--- src/hw/sbg_pkg.sv ---
// Shared constants and types for the serial port baud generator.
// Assumes one APB master and one system clock for the whole block.
package sbg_pkg;
    // ------------------------------------------------------------
    // Register byte offsets
    // ------------------------------------------------------------
    localparam logic [7:0] OFF_BAUD_CONTROL = 8'h00;
    localparam logic [7:0] OFF_RECEIVE_STATUS_CONTROL = 8'h04;
    localparam logic [7:0] OFF_BAUD_RELOAD_LOW = 8'h08;
    localparam logic [7:0] OFF_BAUD_RELOAD_HIGH = 8'h0C;
    localparam logic [7:0] OFF_TRANSMIT_STATUS_CONTROL = 8'h10;
    localparam logic [7:0] OFF_IRQ_STATUS = 8'h14;
    localparam logic [7:0] OFF_IRQ_MASK = 8'h18;

    // ------------------------------------------------------------
    // Field positions
    // ------------------------------------------------------------
    localparam int BIT_PORT_ENABLE = 7;
    localparam int BIT_SYNC_MODE = 4;
    localparam int BIT_HIGH_SPEED = 2;
    localparam int IRQ_WAKE = 0;
    localparam int IRQ_ABD_DONE = 1;
    localparam int IRQ_ABD_OVF = 2;
    localparam int IRQ_WIDTH = 3;
    // Baud control field positions
    localparam int BIT_ABD_OVF = 7;
    localparam int BIT_RX_IDLE = 6;
    localparam int BIT_RSVD_HIGH = 5;
    localparam int BIT_POLARITY = 4;
    localparam int BIT_WIDE = 3;
    localparam int BIT_RSVD_LOW = 2;
    localparam int BIT_WAKE_EN = 1;
    localparam int BIT_ABD_EN = 0;

    // ------------------------------------------------------------
    // Reset values and writable masks
    // ------------------------------------------------------------
    localparam logic [7:0] RST_BYTE = 8'h00;
    localparam logic [7:0] RECEIVE_STATUS_CONTROL_WR_MASK = 8'hF9;
    localparam logic [7:0] TRANSMIT_STATUS_CONTROL_WR_MASK = 8'hFD;
    localparam logic [2:0] IRQ_RST = 3'h0;

    // ------------------------------------------------------------
    // Divide factors of the prescaler, minus one
    // ------------------------------------------------------------
    localparam logic [5:0] PRE_LAST_64 = 6'h3F;
    localparam logic [5:0] PRE_LAST_16 = 6'h0F;
    localparam logic [5:0] PRE_LAST_4 = 6'h03;
    localparam logic [5:0] PRE_ZERO = 6'h00;
    localparam logic [15:0] TIMER_ZERO = 16'h0000;

    // Software-writable fields of the baud control register
    typedef struct packed {
        logic clockDataPolarity;
        logic wideCounterSelect;
        logic wakeUpEnable;
        logic autoBaudEnable;
    } sbg_baud_ctl_s;
endpackage

--- src/hw/sbg_baud_gen.sv ---
// Baud timer with its control registers, reached over APB.
// Assumes the receiver supplies idle, wake and auto-baud status lines
// synchronous to clock, and the transmitter supplies raw serial data.
//
// What this block does
// One baud timer for async and sync
// Narrow counter after reset; wide bit widens
// Free running period from reload bytes
// Sync mode ignores high-speed select
// Async narrow slow divides by sixty-four
// Async narrow fast or wide slow: sixteen
// Async wide fast and sync: divide four
// Reload byte write clears the timer
// Software checks idle before clock change
// Software picks fast or wide for accuracy
// Async polarity inverts transmit data
// Sync polarity picks rising or falling edge
// Wake enable waits, flags, then self-clears
// Auto-baud enable self-clears; sync ignores both
// Baud control layout, reserved bits zero
// Sync and high-speed bits in transmit register
// Tick at terminal count, restart, when enabled
//
// Added by the designer: the APB interface to the registers and the address map.
`timescale 1ns/1ps
module sbg_baud_gen
    import sbg_pkg::*;
(
    input wire logic clock,
    input wire logic rst_b,
    input wire logic psel,
    input wire logic penable,
    input wire logic pwrite,
    input wire logic [7:0] paddr,
    input wire logic [31:0] pwdata,
    output logic [31:0] prdata,
    output logic pready,
    output logic pslverr,
    input wire logic rxIdle,
    input wire logic wakeEvent,
    input wire logic autoBaudDone,
    input wire logic autoBaudOvf,
    input wire logic txDataRaw,
    output logic txPin,
    output logic baudTick,
    output logic syncClockRising,
    output logic rxIntSet,
    output logic irq
);
    // ------------------------------------------------------------
    // Register state
    // ------------------------------------------------------------
    sbg_baud_ctl_s baudCtl_q;
    logic auto_baud_overflow_q;
    logic [7:0] receive_status_control_q;
    logic [7:0] reloadLow_q;
    logic [7:0] reloadHigh_q;
    logic [7:0] transmit_status_control_q;
    logic [IRQ_WIDTH-1:0] irqStat_q;
    logic [IRQ_WIDTH-1:0] irqMask_q;
    logic [5:0] presc_q;
    logic [15:0] timer_q;
    logic [31:0] readData_d;
    logic addrHit;
    logic accessDone;
    logic wrEn;
    logic syncMode;
    logic highSpeed;
    logic portOn;
    logic [5:0] prescLast;
    logic [15:0] topCount;
    logic prescWrap;
    logic timerWrap;
    logic reloadWrite;
    logic wakeFire;
    logic abdFire;
    logic [IRQ_WIDTH-1:0] irqEvents;

    // ------------------------------------------------------------
    // APB slave
    // ------------------------------------------------------------
    // One wait state: pready rises in the second access cycle
    assign accessDone = psel && penable && pready;
    assign wrEn = accessDone && pwrite;

    // Address decode and read mux, unmapped reads give zero
    always_comb begin
        addrHit = 1'b1;
        readData_d = 32'h0000_0000;
        unique case (paddr)
            OFF_BAUD_CONTROL: begin
                readData_d[BIT_ABD_OVF] = auto_baud_overflow_q;
                readData_d[BIT_RX_IDLE] = rxIdle;
                readData_d[BIT_POLARITY] = baudCtl_q.clockDataPolarity;
                readData_d[BIT_WIDE] = baudCtl_q.wideCounterSelect;
                readData_d[BIT_WAKE_EN] = baudCtl_q.wakeUpEnable;
                readData_d[BIT_ABD_EN] = baudCtl_q.autoBaudEnable;
            end
            OFF_RECEIVE_STATUS_CONTROL: readData_d[7:0] = receive_status_control_q;
            OFF_BAUD_RELOAD_LOW: readData_d[7:0] = reloadLow_q;
            OFF_BAUD_RELOAD_HIGH: readData_d[7:0] = reloadHigh_q;
            OFF_TRANSMIT_STATUS_CONTROL: readData_d[7:0] = transmit_status_control_q;
            OFF_IRQ_STATUS: readData_d[IRQ_WIDTH-1:0] = irqStat_q;
            OFF_IRQ_MASK: readData_d[IRQ_WIDTH-1:0] = irqMask_q;
            default: addrHit = 1'b0;
        endcase
    end

    // Ready, error and read data all come from flops
    always_ff @(posedge clock or negedge rst_b) begin
        if (!rst_b) begin
            pready <= 1'b0;
            pslverr <= 1'b0;
            prdata <= 32'h0000_0000;
        end else begin
            pready <= psel && penable && !pready;
            pslverr <= psel && penable && !pready && !addrHit;
            if (psel && penable && !pready && !pwrite) begin
                prdata <= readData_d;
            end
        end
    end

    // ------------------------------------------------------------
    // Configuration registers
    // ------------------------------------------------------------
    assign syncMode = transmit_status_control_q[BIT_SYNC_MODE];
    assign highSpeed = transmit_status_control_q[BIT_HIGH_SPEED];
    assign portOn = receive_status_control_q[BIT_PORT_ENABLE];
    assign reloadWrite = wrEn && (paddr == OFF_BAUD_RELOAD_LOW ||
        paddr == OFF_BAUD_RELOAD_HIGH);

    // Plain read/write registers; reserved bits never store
    always_ff @(posedge clock or negedge rst_b) begin
        if (!rst_b) begin
            receive_status_control_q <= RST_BYTE;
            transmit_status_control_q <= RST_BYTE;
            reloadLow_q <= RST_BYTE;
            reloadHigh_q <= RST_BYTE;
            irqMask_q <= IRQ_RST;
        end else if (wrEn) begin
            unique case (paddr)
                OFF_RECEIVE_STATUS_CONTROL:
                    receive_status_control_q <= pwdata[7:0] & RECEIVE_STATUS_CONTROL_WR_MASK;
                OFF_TRANSMIT_STATUS_CONTROL:
                    transmit_status_control_q <= pwdata[7:0] & TRANSMIT_STATUS_CONTROL_WR_MASK;
                OFF_BAUD_RELOAD_LOW: reloadLow_q <= pwdata[7:0];
                OFF_BAUD_RELOAD_HIGH: reloadHigh_q <= pwdata[7:0];
                OFF_IRQ_MASK: irqMask_q <= pwdata[IRQ_WIDTH-1:0];
                default: ;
            endcase
        end
    end

    // Wake and auto-baud enables are ignored in sync mode
    assign wakeFire = wakeEvent && baudCtl_q.wakeUpEnable && !syncMode;
    assign abdFire = autoBaudDone && baudCtl_q.autoBaudEnable &&
        !syncMode;

    // Baud control: hardware clears win over a same-cycle write,
    // since a finished detection must not be restarted by accident
    always_ff @(posedge clock or negedge rst_b) begin
        if (!rst_b) begin
            baudCtl_q <= '0;
        end else begin
            if (wrEn && paddr == OFF_BAUD_CONTROL) begin
                baudCtl_q.clockDataPolarity <= pwdata[BIT_POLARITY];
                baudCtl_q.wideCounterSelect <= pwdata[BIT_WIDE];
                baudCtl_q.wakeUpEnable <= pwdata[BIT_WAKE_EN];
                baudCtl_q.autoBaudEnable <= pwdata[BIT_ABD_EN];
            end
            if (wakeFire) begin
                baudCtl_q.wakeUpEnable <= 1'b0;
            end
            if (abdFire) begin
                baudCtl_q.autoBaudEnable <= 1'b0;
            end
        end
    end

    // Overflow flag: set by the receiver, cleared on a new start
    always_ff @(posedge clock or negedge rst_b) begin
        if (!rst_b) begin
            auto_baud_overflow_q <= 1'b0;
        end else if (autoBaudOvf && !syncMode) begin
            auto_baud_overflow_q <= 1'b1;
        end else if (wrEn && paddr == OFF_BAUD_CONTROL &&
            pwdata[BIT_ABD_EN]) begin
            auto_baud_overflow_q <= 1'b0;
        end
    end

    // ------------------------------------------------------------
    // Baud timer
    // ------------------------------------------------------------
    // Prescaler length from the mode bits
    always_comb begin
        if (syncMode) begin
            prescLast = PRE_LAST_4;
        end else if (!baudCtl_q.wideCounterSelect && !highSpeed) begin
            prescLast = PRE_LAST_64;
        end else if (baudCtl_q.wideCounterSelect && highSpeed) begin
            prescLast = PRE_LAST_4;
        end else begin
            prescLast = PRE_LAST_16;
        end
    end

    // Narrow mode only looks at the low reload byte
    assign topCount = baudCtl_q.wideCounterSelect ?
        {reloadHigh_q, reloadLow_q} : {8'h00, reloadLow_q};
    assign prescWrap = (presc_q == prescLast);
    // Greater-or-equal guards a top that shrank under the count
    assign timerWrap = prescWrap && (timer_q >= topCount);

    // One shared timer for both modes, n+1 prescaler periods long
    always_ff @(posedge clock or negedge rst_b) begin
        if (!rst_b) begin
            presc_q <= PRE_ZERO;
            timer_q <= TIMER_ZERO;
        end else if (reloadWrite || !portOn) begin
            presc_q <= PRE_ZERO;
            timer_q <= TIMER_ZERO;
        end else if (prescWrap) begin
            presc_q <= PRE_ZERO;
            timer_q <= timerWrap ? TIMER_ZERO : timer_q + 16'h0001;
        end else begin
            presc_q <= presc_q + 6'h01;
        end
    end

    // Tick output, one clock wide per bit period
    always_ff @(posedge clock or negedge rst_b) begin
        if (!rst_b) begin
            baudTick <= 1'b0;
        end else begin
            baudTick <= timerWrap && portOn && !reloadWrite;
        end
    end

    // ------------------------------------------------------------
    // Pin polarity
    // ------------------------------------------------------------
    // Inversion only in async; in sync the bit names the edge
    always_ff @(posedge clock or negedge rst_b) begin
        if (!rst_b) begin
            txPin <= 1'b0;
            syncClockRising <= 1'b0;
        end else begin
            txPin <= txDataRaw ^ (baudCtl_q.clockDataPolarity &&
                !syncMode);
            syncClockRising <= baudCtl_q.clockDataPolarity;
        end
    end

    // Wake pulse toward the receive interrupt flag
    always_ff @(posedge clock or negedge rst_b) begin
        if (!rst_b) begin
            rxIntSet <= 1'b0;
        end else begin
            rxIntSet <= wakeFire;
        end
    end

    // ------------------------------------------------------------
    // Interrupts
    // ------------------------------------------------------------
    assign irqEvents = {autoBaudOvf && !syncMode, abdFire, wakeFire};

    // Sticky status, write one to clear; a new event wins
    always_ff @(posedge clock or negedge rst_b) begin
        if (!rst_b) begin
            irqStat_q <= IRQ_RST;
        end else if (wrEn && paddr == OFF_IRQ_STATUS) begin
            irqStat_q <= (irqStat_q & ~pwdata[IRQ_WIDTH-1:0]) | irqEvents;
        end else begin
            irqStat_q <= irqStat_q | irqEvents;
        end
    end

    // Level output, one clock behind the status
    always_ff @(posedge clock or negedge rst_b) begin
        if (!rst_b) begin
            irq <= 1'b0;
        end else begin
            irq <= |(irqStat_q & irqMask_q);
        end
    end
endmodule

--- config.mk ---
export PLATFORM = sky130hd
export DESIGN_NAME = sbg_baud_gen
export DESIGN_NICKNAME = d
export VERILOG_FILES = /design/src/hw/sbg_pkg.sv /design/src/hw/sbg_baud_gen.sv
export SDC_FILE = /design/constraint.sdc
export NUM_CORES = 1
export LEC_CHECK = 0
export BUFFER_PORTS_ARGS = -buffer_cell sky130_fd_sc_hd__buf_2
export CAP_MARGIN = 20
export CORE_ASPECT_RATIO = 0.8
export CORE_UTILIZATION = 55
export DETAILED_ROUTE_END_ITERATION = 10
export PLACE_DENSITY_LB_ADDON = 0.1
export SYNTH_ARGS = -nofsm -noshare
export SYNTH_HDL_FRONTEND = slang
export SYNTH_SLANG_ARGS = --single-unit
--- constraint.sdc ---
create_clock -name clock -period 3.6 [get_ports clock]
set_input_delay 0.9 -clock clock [delete_from_list [all_inputs] [get_ports clock]]
set_output_delay 0.9 -clock clock [all_outputs]
set_load 0.005 [all_outputs]
==> reports/metrics.sh <==
CTSHOLDBUFFERS=0
CLK_PIN_SLEW_WORST_PATHS_PS=80
WORST-PATH-MAX-FANOUT=12
CLK_ROOT_BUFFER_CELL='clkbuf_8'
CRITPATHARRIVALTIME_PS=3290
POST_DRT_WL_PER_CELL_UM=16.9
COMBINATIONAL_FAMILY_WITH_THE_MOST_AREA_AFTER_SYNTHESIS='simple AND/OR/NAND/NOR gates'
CLOCK_TREE_FROM_TRITONCTS='built'
POST_DRT_VIA_CELL_RATIO=5.77
CTS_HTREE_LEVELS=3
DIEHEIGHT_UM=79.8
SYN_AREA_PER_CELL_UM2=10.4
CTS_SETUP_BUFFERS=0
POST-DP-HPWL_MM=6.68
DRV.MAX_CAP_VIOLATION_COUNT=0
NUM_ROWS=27
TIMING.RR.START='baudCtl_q[2]$_DFFE_PN0P_'
FINISH.NET_COUNT=514
PLACE_INST=522
SYNTH.FF_LATCH_COUNT=77
ANTENNA_VIOLATIONS_BEFORE_REPAIR=0
DIODES=0
GRT_START_MAX_NET_PINS=78
POST_CTS_RESIZED=0
FP.DIEW_UM=99.3
FINAL_MAX_SLEW_VIOLS=0
GP_ROUTABILITY_CONGESTION=0.892
SYNTH.CELL_AREA_MM2=0.00416
WORSTHOLDENDPOINT='syncClockRising$_DFF_PN0_'
LAYOUT_WORST_PATH_CYCLE_SHARE=0.837
WHS_PATH_DEPTH=0
TIMING.CRITICAL_PATH.TO_TYPE='flip-flop'
WORST_R2R_PATH_DEPTH=8
FINAL_HOLD_VIOL_COUNT=0
POST-ROUTE-MIN-PERIOD_PS=3010
SYNTHADDERAREAFRAC=0.0541
YOSYSSEQAREASHARE=0.463
SETUP.REG_TO_REG.WORST_SLACK_PS=590
SYNTHXORXNORAREAFRAC=0.0316
DRT-TOTAL-WL_MM=9.10
GRT_SETUP_UNREPAIRED='no'
WORST_SKEW_PAIR.LATE_LATENCY_PS=350
STATUS='complete, no violations'
FRACTION_OF_FINAL_LAYOUT_CELLS_WITH_DRIVE_STRENGTH_GREATER_THAN_1=0.224
CLOCK-SKEW-FINAL_PS=9.92
REGTOREGENDPOINT='timer_q[13]$_DFFE_PN0P_'
GRT_FIRST_PASS_WIRELENGTH_MM=15.3
LAYOUTNONFILLERINSTCOUNT=538
GLOBAL_ROUTE.USAGE.TOTAL=0.254
WORST-SLEW-PIN-TRANSITION_PS=975
SYNTH_COMPOUND_AREA_FRAC=0.117
SYN2LAYOUT_AREA_GROWTH_PCT=10.7
CTS_BUFFER_DEPTH=2
YOSYS.AREA_SHARE.SIMPLE=0.167
FIN_TNS_SETUP_PS=0
CELLPOWERDENSITY_mW_PER_MM2=394
TIMING_WORST_SETUP_PATH_TYPE='flip-flop to flip-flop'
GLOBALROUTEOVERFLOWTOTAL=0
ANTENNA_LEFT=0
IO_PINS=89
NUMBER_OF_BUFFERS_CREATED_BY_CTS=9
FINAL_CELL_MIX='77 x dfrtp_1, 40 x nand2_1, 40 x nor2_1'
DRTITER0DRC=142
SYNTH_CELLS=402
SYNTH_EDF_COUNT=0
PORT_BUFFERS=40
YS.FLOP_TYPE='dfrtp_1'
YS_ASYNC_SR_FRACTION=1.00
MAX-SLEW-MARGIN-REL=0.350
TOTAL_LEAKAGE_POWER_uW=0.00227
YOSYS_WARNINGS=0
FINAL_CORE_UTIL=0.650
DRTPASS1ITERATIONS=4
LAYOUT_COMMONEST_CELL='dfrtp_1'
STANDARD_CELL_CORE_AREA_MM2=0.00709
HP-CLASS='flip-flop to flip-flop'
REMAINING_DRC_ERRORS=0
START_UTIL=0.587
IRDROPWORSTVDD_mV=0.229
NATURE_OF_THE_CRITICAL_PATH_STARTPOINT='flip-flop'
DIE-AREA_MM2=0.00793
DETAILROUTE.VIA_COUNT=3105
SYNTH_CELL_TYPES=51
HOLD_PATH.STARTPOINT='baudCtl_q[3]$_DFFE_PN0P_'
VIA_COUNT_OF_THE_FIRST_GLOBAL_ROUTING_PASS=3056
CP.REQUIRED_PS=3880
TRITONCTS_NUM_SINKS=77
FILLCELLCOUNT=579
MAX_FREQ_GHz=0.332
TIMING.FINAL.SETUP_VIOLATIONS=0
MUXSHAREOFSYNTHAREA=0.102
## sequential cells by signal, summed over array words and instances (netlist names), 3 cells and up
register,count
irqStat_q,3
presc_q,6
timer_q,16
receive_status_control_q,6
transmit_status_control_q,7
prdata,8
irqMask_q,3
baudCtl_q,4
reloadLow_q,8
reloadHigh_q,8
## per-stage QoR
step | instance area, um2 | setup slack, ps | total power [uW] | hold slack [ps]
2_1_floorplan | 4250 | 953 | 978 | 392
3_3_place_gp | 4360 | 569 | 1020 | 431
3_5_place_dp | 4360 | 529 | 1030 | 444
4_1_cts | 4610 | 602 | 1830 | 463
5_1_grt | 4610 | 284 | 1880 | 464
6_report | 4610 | 588 | 1820 | 454
## cells in the mapped netlist (2+ instances only)
cell type	number	area (um2)
buf_2	4	20.0
nand4_1	8	50.1
and2_1	3	18.8
a21o_1	7	52.6
clkbuf_1	3	11.3
a22oi_1	2	15.0
nor3_1	6	30.0
nand2_1	40	150
or2_2	2	12.5
nor2_2	2	12.5
and3_1	8	50.1
a21oi_1	18	90.1
ha_1	18	225
buf_4	24	180
a22o_1	12	105
or3_1	6	37.5
nand2b_1	4	25.0
o21ai_0	13	65.1
a221oi_1	2	17.5
xnor2_1	6	52.6
mux2i_1	4	40.0
nand2_2	2	12.5
dfrtp_1	77	1930
inv_1	15	56.3
a222oi_1	5	50.1
nor3_2	3	30.0
nor2_1	40	150
mux2_4	6	90.1
nor2b_1	2	12.5
xor2_1	9	78.8
mux2_2	24	270
nand3_1	7	35.0
nor3b_1	2	15.0
## where the power goes
group          internal [uW]  switching (uW)  leakage, uW  total [uW]
clock network            482             326     0.000124         808
registers                886            11.2      0.00101         897
logic                   40.2            70.9      0.00114         111
## how the worst max path moves through the flow
stage	start	to	slack (ps)	depth (start not counted)
detailed placement	paddr[4]	timer_q[6]$_DFFE_PN0P_	530	7
CTS	baudCtl_q[2]$_DFFE_PN0P_	timer_q[13]$_DFFE_PN0P_	600	8
global placement	paddr[4]	timer_q[6]$_DFFE_PN0P_	570	7
floorplan	paddr[1]	receive_status_control_q[0]$_DFFE_PN0P_	950	7
global route	baudCtl_q[2]$_DFFE_PN0P_	timer_q[13]$_DFFE_PN0P_	280	8
finish	baudCtl_q[2]$_DFFE_PN0P_	timer_q[13]$_DFFE_PN0P_	590	8
## critical path, stage by stage, from the launching register on
cell and delay, ps:
dfrtp_1 580, nand2_1 110, ha_1 300, a21o_1 160, a21o_1 170, a2111oi_1 650, nand4_1 450, or3_1 460
o21ai_0 70
## per-layer routing
| layer | up-vias | GRT usage | wire length (um) |
|---|---|---|---|
| met1 | 1543 | 0.354 | 4390 |
| met3 | 7 | 0.0578 | 400 |
| met5 | - | 0 | 0 |
| met4 | 0 | 0.0529 | 55 |
| li1 | 1470 | - | - |
| met2 | 85 | 0.408 | 4250 |
## area by class of cell
cell class,instances,area (um2),area share
Multi-Input combinational cell,301,2050,0.445
Sequential cell,77,1930,0.418
Timing Repair Buffer,42,218,0.0472
Clock buffer,11,141,0.0307
Tap cell,87,109,0.0236
Clock inverter,5,108,0.0233
Inverter,15,56.3,0.0122
## cell families (layout without fill, tap and decap cells)
family                   after synthesis  count (layout)
AO/OA/AOI/OAI                         69              69
XOR/XNOR                              15              15
multiplexers                          35              35
adder cells (fa/ha/maj)               18              18
other                                  1              24
AND/OR/NAND/NOR                      140             140
flip-flops                            77              77
buffers and inverters                 47              73
No activity file was read; power rests on OpenSTA's default activity.
